===== src/rtl/vis_pkg.sv =====
// Purpose: Constants for the virtual interrupt status unit.
// Assumes: Coprocessor selectors arrive decoded into opcode and register fields.
// Notes:   Three-bit request vectors are ordered abort, irq, fiq from high to low.
package vis_pkg;
   localparam logic [2:0]  CP_OPC1      = 3'h0;
   localparam logic [3:0]  CP_CRN       = 4'hc;
   localparam logic [3:0]  MVB_CRM      = 4'h0;
   localparam logic [2:0]  MVB_OPC2     = 3'h1;
   localparam logic [3:0]  PRS_CRM      = 4'h1;
   localparam logic [2:0]  PRS_OPC2     = 3'h0;
   localparam logic [3:0]  VRI_CRM      = 4'h1;
   localparam logic [2:0]  VRI_OPC2     = 3'h1;
   localparam int          ABORT_POS    = 8;
   localparam int          IRQ_POS      = 7;
   localparam int          FIQ_POS      = 6;
   localparam int          MVB_LSB      = 5;
   localparam logic [26:0] MVB_RESET    = 27'h0000000;
   localparam logic [2:0]  VRI_RESET    = 3'h0;
   localparam logic [4:0]  MVB_RSVD     = 5'h00;
   localparam logic [22:0] HIGH_RSVD    = 23'h000000;
   localparam logic [5:0]  LOW_RSVD     = 6'h00;
   localparam logic [31:0] RDATA_RESET  = 32'h00000000;
endpackage


===== src/rtl/virtual_interrupt_status_unit.sv =====
// Purpose: Monitor vector base, pending request status and virtual request inject.
// Assumes: Mode, security and routing inputs are synchronous to ref_clk.
// Notes:   Each access is answered one cycle later by cp_done, with cp_undef on refusal.
`timescale 1ns/1ps
`default_nettype none
module virtual_interrupt_status_unit (
   input  wire logic        ref_clk,                      // Core clock, 250 MHz.
   input  wire logic        reset,                        // Synchronous, active high.
   input  wire logic        cp_valid,                     // Coprocessor access strobe.
   input  wire logic        cp_write,                     // 1 coprocessor_write, 0 read.
   input  wire logic [2:0]  cp_opc1,                      // First opcode field.
   input  wire logic [3:0]  cp_crn,                       // Primary register field.
   input  wire logic [3:0]  cp_crm,                       // Secondary register field.
   input  wire logic [2:0]  cp_opc2,                      // Second opcode field.
   input  wire logic [31:0] cp_wdata,                     // Write data.
   output logic      [31:0] cp_rdata,                     // Read data.
   output logic             cp_done,                      // Access answered.
   output logic             cp_undef,                     // Access refused.
   input  wire logic        secure_state,                 // 1 Secure state.
   input  wire logic        privileged,                   // 1 privileged mode.
   input  wire logic        external_abort_routing_bit,   // Abort taken in monitor.
   input  wire logic        irq_routing_bit,              // IRQ taken in monitor.
   input  wire logic        fiq_routing_bit,              // FIQ taken in monitor.
   input  wire logic        abort_mask_override,          // Abort override.
   input  wire logic        irq_mask_override,            // IRQ override.
   input  wire logic        fiq_mask_override,            // FIQ override.
   input  wire logic        status_abort_mask,            // Abort mask of status word.
   input  wire logic        status_irq_mask,              // IRQ mask of status word.
   input  wire logic        status_fiq_mask,              // FIQ mask of status word.
   input  wire logic        phys_abort,                   // Physical abort pending.
   input  wire logic        phys_irq,                     // Physical IRQ pending.
   input  wire logic        phys_fiq,                     // Physical FIQ pending.
   input  wire logic        virt_abort_taken,             // Virtual abort entry pulse.
   input  wire logic        virt_irq_taken,               // Virtual IRQ entry pulse.
   input  wire logic        virt_fiq_taken,               // Virtual FIQ entry pulse.
   input  wire logic        in_wait_state,                // Waiting for event/interrupt.
   output logic      [31:0] monitor_vector_base_out,      // Monitor vector base.
   output logic             virt_abort_req,               // Virtual abort to take.
   output logic             virt_irq_req,                 // Virtual IRQ to take.
   output logic             virt_fiq_req,                 // Virtual FIQ to take.
   output logic             wake_up                       // Wake from wait state.
);

   typedef struct packed {
      logic [26:0] mvb;
      logic [2:0]  vri;
      logic [31:0] rdata;
      logic        done;
      logic        undef;
      logic [2:0]  take;
      logic        wake;
   } state_s;

   state_s      st;
   state_s      next_st;

   logic [2:0]  route;
   logic [2:0]  ovr;
   logic [2:0]  pmask;
   logic [2:0]  phys;
   logic [2:0]  taken;
   logic [2:0]  vsel;
   logic [2:0]  vpend;
   logic [2:0]  status3;
   logic        hit_mvb;
   logic        hit_prs;
   logic        hit_vri;
   logic        access_ok;

   function automatic logic sel_match(input logic [2:0] opc1,
                                      input logic [3:0] crn,
                                      input logic [3:0] crm,
                                      input logic [2:0] opc2,
                                      input logic [3:0] want_crm,
                                      input logic [2:0] want_opc2);
      sel_match = (opc1 == vis_pkg::CP_OPC1) && (crn == vis_pkg::CP_CRN) &&
                  (crm == want_crm) && (opc2 == want_opc2);
   endfunction

   assign route = {external_abort_routing_bit, irq_routing_bit, fiq_routing_bit};
   assign ovr   = {abort_mask_override, irq_mask_override, fiq_mask_override};
   assign pmask = {status_abort_mask, status_irq_mask, status_fiq_mask};
   assign phys  = {phys_abort, phys_irq, phys_fiq};
   assign taken = {virt_abort_taken, virt_irq_taken, virt_fiq_taken};

   assign hit_mvb = sel_match(cp_opc1, cp_crn, cp_crm, cp_opc2,
                              vis_pkg::MVB_CRM, vis_pkg::MVB_OPC2);
   assign hit_prs = sel_match(cp_opc1, cp_crn, cp_crm, cp_opc2,
                              vis_pkg::PRS_CRM, vis_pkg::PRS_OPC2);
   assign hit_vri = sel_match(cp_opc1, cp_crn, cp_crm, cp_opc2,
                              vis_pkg::VRI_CRM, vis_pkg::VRI_OPC2);

   // Unprivileged, unmapped, non-secure monitor base and status writes are refused.
   assign access_ok = privileged &&
                      ((hit_mvb && secure_state) ||
                       (hit_prs && !cp_write) ||
                       hit_vri);

   // An injected request is pending only where routing and override are both set.
   assign vpend   = st.vri & route & ovr;
   assign vsel    = {3{!secure_state}} & route & ovr;
   assign status3 = (vsel & st.vri) | (~vsel & phys);

   always_comb begin
      next_st       = st;
      next_st.done  = cp_valid;
      next_st.undef = cp_valid && !access_ok;
      next_st.rdata = vis_pkg::RDATA_RESET;
      next_st.take  = vpend & {3{!secure_state}} & ~pmask;
      next_st.wake  = in_wait_state && ((vpend | phys) != 3'h0);
      if (taken[2]) begin
         next_st.vri[2] = 1'b0;
      end
      if (cp_valid && access_ok) begin
         if (cp_write) begin
            if (hit_mvb) begin
               next_st.mvb = cp_wdata[31:vis_pkg::MVB_LSB];
            end
            if (hit_vri) begin
               // A software write follows the hardware clear, so a set wins.
               next_st.vri = cp_wdata[vis_pkg::ABORT_POS:vis_pkg::FIQ_POS];
            end
         end else if (hit_mvb) begin
            next_st.rdata = {st.mvb, vis_pkg::MVB_RSVD};
         end else if (hit_prs) begin
            next_st.rdata = {vis_pkg::HIGH_RSVD, status3,
                             vis_pkg::LOW_RSVD};
         end else begin
            next_st.rdata = {vis_pkg::HIGH_RSVD, st.vri,
                             vis_pkg::LOW_RSVD};
         end
      end
   end

   always_ff @(posedge ref_clk) begin
      if (reset) begin
         st.mvb   <= vis_pkg::MVB_RESET;
         st.vri   <= vis_pkg::VRI_RESET;
         st.rdata <= vis_pkg::RDATA_RESET;
         st.done  <= 1'b0;
         st.undef <= 1'b0;
         st.take  <= 3'h0;
         st.wake  <= 1'b0;
      end else begin
         st <= next_st;
      end
   end

   assign cp_rdata                = st.rdata;
   assign cp_done                 = st.done;
   assign cp_undef                = st.undef;
   assign monitor_vector_base_out = {st.mvb, vis_pkg::MVB_RSVD};
   assign virt_abort_req          = st.take[2];
   assign virt_irq_req            = st.take[1];
   assign virt_fiq_req            = st.take[0];
   assign wake_up                 = st.wake;
endmodule
`default_nettype wire


===== config.mk =====
export PLATFORM = sky130hd
export DESIGN_NAME = virtual_interrupt_status_unit
export DESIGN_NICKNAME = d
export VERILOG_FILES = /design/src/rtl/vis_pkg.sv /design/src/rtl/virtual_interrupt_status_unit.sv
export SDC_FILE = /design/constraint.sdc
export NUM_CORES = 1
export LEC_CHECK = 0
export BUFFER_PORTS_ARGS = -buffer_cell sky130_fd_sc_hd__buf_2
export CAP_MARGIN = 5
export CELL_PAD_IN_SITES_DETAIL_PLACEMENT = 2
export CELL_PAD_IN_SITES_GLOBAL_PLACEMENT = 2
export CORE_MARGIN = 3
export CORE_UTILIZATION = 27
export DETAILED_ROUTE_END_ITERATION = 7
export PLACE_DENSITY_LB_ADDON = 0.1
export SLEW_MARGIN = 20
export SYNTH_ARGS = -nofsm -noshare
export SYNTH_HDL_FRONTEND = slang
export SYNTH_SLANG_ARGS = --single-unit

===== constraint.sdc =====
create_clock -name ref_clk -period 2.6 [get_ports ref_clk]
set_input_delay 0.78 -clock ref_clk [delete_from_list [all_inputs] [get_ports ref_clk]]
set_output_delay 0.78 -clock ref_clk [all_outputs]
set_load 0.03 [all_outputs]

# After elaboration in Yosys (flattened, before gate mapping)
# Cells that the tools add are included.
# Widths: inputs -> output; s select.
dict set report classes {
  n_eq_ne 3
  mux 7
  bitwise 13
  n_reduce_logical 25
}
# op count
set op_table {}
lappend op_table {{$mux 32} 2}
lappend op_table {{$mux 35} 1}
lappend op_table {{$and 3x3->3} 8}
lappend op_table {{$logic_and 1x1->1} 12}
lappend op_table {{$mux 9} 1}
lappend op_table {{$logic_not 3->1} 2}
lappend op_table {{$mux 3} 2}
lappend op_table {{$not 3->3} 2}
lappend op_table {{$or 3x3->3} 2}
lappend op_table {{$reduce_and 3->1} 2}
lappend op_table {{$eq 4x1->1 const B} 1}
lappend op_table {{$eq 4x4->1 const B} 1}
lappend op_table {{$logic_not 4->1} 1}
lappend op_table {{$reduce_or 4->1} 1}
lappend op_table {{$eq 3x1->1 const B} 1}
lappend op_table {{$logic_not 1->1} 3}
lappend op_table {{$reduce_bool 3->1} 1}
lappend op_table {{$reduce_or 3->1} 1}
lappend op_table {{$logic_or 1x1->1} 2}
lappend op_table {{$mux 1} 1}
lappend op_table {{$not 1->1} 1}
dict set report word_totals {
  ff_bits 68
  wordCells 57
}

# Longest topological paths before layout
dict set report logic_depth {
  word_depth 11
  ltp_mapped 6
  depth_no_buf 4
}

# Worst setup path after synthesis
# No wires, ideal clock.
dict set report synth_path {
  kind {input to register}
  startpoint {input port cp_crm[1]}
  endpoint {register st (netlist bit monitor_vector_base_out[20])}
  t_arrival_ns 1.862
  path_slack_ns 0.605
  cell_stages 5
  path_buffers 1
  cell_sequence {nor4_4 nand3b_2 clkbuf_1 o21ai_0 a21oi_1}
}
dict set report synth_via {
  elab_chain_cells 9
  elab_cells_between_ends 14
  cone_classes {eq/ne (1); reduce/logical (13)}
}
# item line
set synth_rtl {}
lappend synth_rtl {{from (decl)} virtual_interrupt_status_unit.sv:13} ;# input wire logic [3:0] cp_crm,
lappend synth_rtl {{$eq 4x1->1 / $logic_not 4->1 (equally long branches)} virtual_interrupt_status_unit.sv:77} ;# (crm == want_crm) && (opc2 == want_opc2);
lappend synth_rtl {{$logic_and 1x1->1} virtual_interrupt_status_unit.sv:76} ;# sel_match = (opc1 == vis_pkg::CP_OPC1) && (crn == vis_pkg::CP_CRN) &&
lappend synth_rtl {{$logic_and 1x1->1} virtual_interrupt_status_unit.sv:77}
lappend synth_rtl {{$logic_and 1x1->1, on equally long branches} {virtual_interrupt_status_unit.sv:96, virtual_interrupt_status_unit.sv:95}}
lappend synth_rtl {{$logic_or 1x1->1} virtual_interrupt_status_unit.sv:95} ;# ((hit_mvb && secure_state) ||
lappend synth_rtl {{$logic_or 1x1->1} virtual_interrupt_status_unit.sv:96} ;# (hit_prs && !cp_write) ||
lappend synth_rtl {{$logic_and 1x1->1} virtual_interrupt_status_unit.sv:94} ;# assign access_ok = privileged &&
lappend synth_rtl {{$logic_and 1x1->1} virtual_interrupt_status_unit.sv:114} ;# if (cp_valid && access_ok) begin
lappend synth_rtl {{$reduce_and 3->1 (no source line) *} -}
lappend synth_rtl {{to (signal assigned)} virtual_interrupt_status_unit.sv:145} ;# st <= next_st;
lappend synth_rtl {{to (decl)} virtual_interrupt_status_unit.sv:54} ;# state_s st;
# Mark *: on every way between the ends. The rest lies on a longest branch, timed or not.
# A chain may end at the register's enable or synchronous reset.

# Final worst setup path
dict set report layout_path {
  startpoint {input port cp_crm[1]}
  endpoint {register st (netlist bit cp_rdata[8])}
}
dict set report layout_via {
  elab_chain_cells 10
  elab_cells_between_ends 17
  cone_classes {eq/ne (1); mux (2); bitwise (1); reduce/logical (13)}
}
# item line
set layout_rtl {}
lappend layout_rtl {{$eq 4x1->1 / $logic_not 4->1 (equally long branches)} virtual_interrupt_status_unit.sv:77}
lappend layout_rtl {{$logic_and 1x1->1} virtual_interrupt_status_unit.sv:76}
lappend layout_rtl {{$logic_and 1x1->1} virtual_interrupt_status_unit.sv:77}
lappend layout_rtl {{$logic_and 1x1->1, on equally long branches} {virtual_interrupt_status_unit.sv:96, virtual_interrupt_status_unit.sv:95}}
lappend layout_rtl {{$logic_or 1x1->1} virtual_interrupt_status_unit.sv:95}
lappend layout_rtl {{$logic_or 1x1->1} virtual_interrupt_status_unit.sv:96}
lappend layout_rtl {{$logic_and 1x1->1} virtual_interrupt_status_unit.sv:94}
lappend layout_rtl {{$logic_and 1x1->1} virtual_interrupt_status_unit.sv:114}
lappend layout_rtl {{$not 1->1 (no source line)} -}
lappend layout_rtl {{$reduce_or 3->1 (no source line)} -}
# Parallel ways exist; a longest one is shown, timed or not.

==> flow_summary.json <==
{
  "required_ns": 2.84,
  "wl_um": 8170,
  "placed_cell_area_um2": 3190,
  "post-synth-top-count-cell": "buf_4",
  "finalSetupViolations": 0,
  "cts_buffers": 9,
  "final-instance-count-excl-fill": 521,
  "stdcell_area_um2": 3400,
  "outcome": "completed",
  "worstReg2RegStart": "st[39]$_SDFFE_PP0P_",
  "start_util": 0.284,
  "startpoint_type": "input port",
  "final_util": 0.338,
  "antenna_left": 0,
  "synthCells": 316,
  "syn_to_final_growth_pct": 19.1,
  "top_layer": "met4",
  "yosys_register_bits": 63,
  "wl_met2_um": 4140,
  "track_usage": 0.144,
  "cap_violations": 0,
  "grt_overflow": 0,
  "grt_pass1_wl_um": 13100,
  "clock_latency_ns": 0.33,
  "postCtsSetupRepairBufs": 0,
  "numPortBuffers": 120,
  "synth-main-ff-cell": "dfxtp_1",
  "synth-edff-count": 0,
  "synth_area_um2": 2850,
  "h-tree-depth": 3,
  "drt-initial-drc-count": 59,
  "fin_tns_setup_ns": 0,
  "clk_pin_slew_ns": 0.07,
  "cts_tree": "done",
  "io_pins": 138,
  "seq_area_frac_synth": 0.442,
  "cts-resized-gates": 0,
  "period_share": 0.748,
  "num_vias": 2413,
  "rsz0062_at_grt": "no",
  "dieHeight_um": 109,
  "clock_sinks": 63,
  "gp_congestion": 0.730,
  "antenna_found_initial": 0,
  "synthArstFlopShare": 0,
  "synth_top_area_cell": "dfxtp_1",
  "yosys_warnings": 0,
  "dieArea_um2": 11800,
  "wl_met3_um": 594,
  "clockBufferDepth": 2,
  "core_um2": 10000,
  "final_nets": 452,
  "power_mw": 2.03,
  "dp_hpwl_um": 6020,
  "grt_pass1_vias": 2626,
  "path_max_fanout": 10,
  "end_kind": "flop",
  "drt_pre_antenna_iters": 4,
  "n_antenna_cell": 0,
  "crit_start": "cp_crm[1]",
  "arrival_ns": 2.18,
  "finalClockSkew_ns": 0.00756,
  "worstHoldStart": "monitor_vector_base_out[16]$_SDFFE_PP0P_",
  "p_leak_nw": 1.52,
  "drive_gt1_frac": 0.387,
  "grt_start_max_net_pins": 37,
  "crit_type": "in -> reg",
  "die_x_um": 109,
  "cts_root_buf": "clkbuf_8",
  "synthTopCellsByCount": "buf_4 (65), dfxtp_1 (63), nand3_1 (33), o21ai_0 (33), a21oi_1 (31)",
  "min_period_ns": 1.94,
  "max_freq_ghz": 0.514,
  "p_per_area_nw_per_um2": 596,
  "ir_drop_mv": 0.176,
  "postCtsHoldBufs": 0,
  "wl_met1_um": 3310,
  "hold_viol": 0,
  "netlist-cell-type-count": 32,
  "place_inst": 506,
  "yosys-top-cells-area": "dfxtp_1 (44%), buf_4 (17%), nand3_1 (5.8%)",
  "wl_per_cell_um": 15.7,
  "routed_via_density": 4.63,
  "yosysTopAreaCellShare": 0.442,
  "rows": 36,
  "slew_violations": 0,
  "hold_class": "reg -> reg",
  "synth_area_per_cell_um2": 9.03,
  "drc": 0
}
==> final timing paths <==
check / endpoint / slack, ns / depth (start not counted)
setup / recovery: cp_rdata[8]$_SDFF_PP0_ / 0.66 / 6
hold / removal: cp_rdata[16]$_SDFF_PP0_ / 0.48 / 1
setup reg to reg: cp_rdata[7]$_SDFF_PP0_ / 1.75 / 2
hold reg to reg: cp_rdata[16]$_SDFF_PP0_ / 0.48 / 1
==> worst max-delay path, stage by stage <==
cell and delay [ns]:
buf_2 0.11, nor4_4 0.25, buf_4 0.21, nor3b_1 0.32, nand3_1 0.19, a311oi_1 0.31
==> layout make-up <==
cell class	instances	area, um2
timing repair buffer	131	721
sequential	63	1260
clock buffer	11	141
fill	1146	6650
inverter	2	7.51
tap	133	166
multi-input combinational	177	1030
clock inverter	4	70.1
==> per-layer routing <==
metal | vias up | track usage
li1 | 1149 | -
met2 | 81 | 0.258
met4 | 0 | 0.0505
met3 | 8 | 0.0485
met1 | 1175 | 0.160
met5 | - | 0
==> cell families (layout without fill, tap and decap cells) <==
| kind of cell | count (synthesis) | count (layout) | synth area share |
|---|---|---|---|
| and+or+nand+nor | 98 | 98 | 0.221 |
| buffers and inverters | 85 | 148 | 0.208 |
| AOI/OAI and AO/OA | 69 | 69 | 0.128 |
| DFF | 63 | 63 | 0.442 |
| other | 1 | 10 | 0.00131 |
==> sequential cells by signal, summed over array words and instances (netlist names) <==
register,cells
wake_up,1
virt_irq_req,1
virt_abort_req,1
cp_undef,1
virt_fiq_req,1
st,3
cp_done,1
cp_rdata,27
monitor_vector_base_out,27
==> through the flow <==
step | hold slack [ns] | worst slack, ns
after floorplan | 0.447 | 0.605
after global placement | 0.455 | 0.309
after detailed placement | 0.463 | 0.306
final | 0.477 | 0.656
after CTS | 0.479 | 0.612
after global routing | 0.489 | 0.502
==> layout by cell type, fill, tap and decap left out, drive strengths merged, types with 5 or more instances in the layout <==
master,netlist,final
a21oi,31,31
and2,25,25
buf,71,131
clkbuf,12,11
conb,1,10
dfxtp,63,63
nand3,33,33
nor3,5,5
o21ai,33,33
==> power by group <==
part / switching, mW / leakage [nW] / internal, mW / total [mW]
registers: 0.000493 / 0.508 / 0.967 / 0.968
logic: 0.0743 / 0.905 / 0.0477 / 0.122
clock network: 0.379 / 0.109 / 0.558 / 0.937
Power figures use the tool's default switching activity.
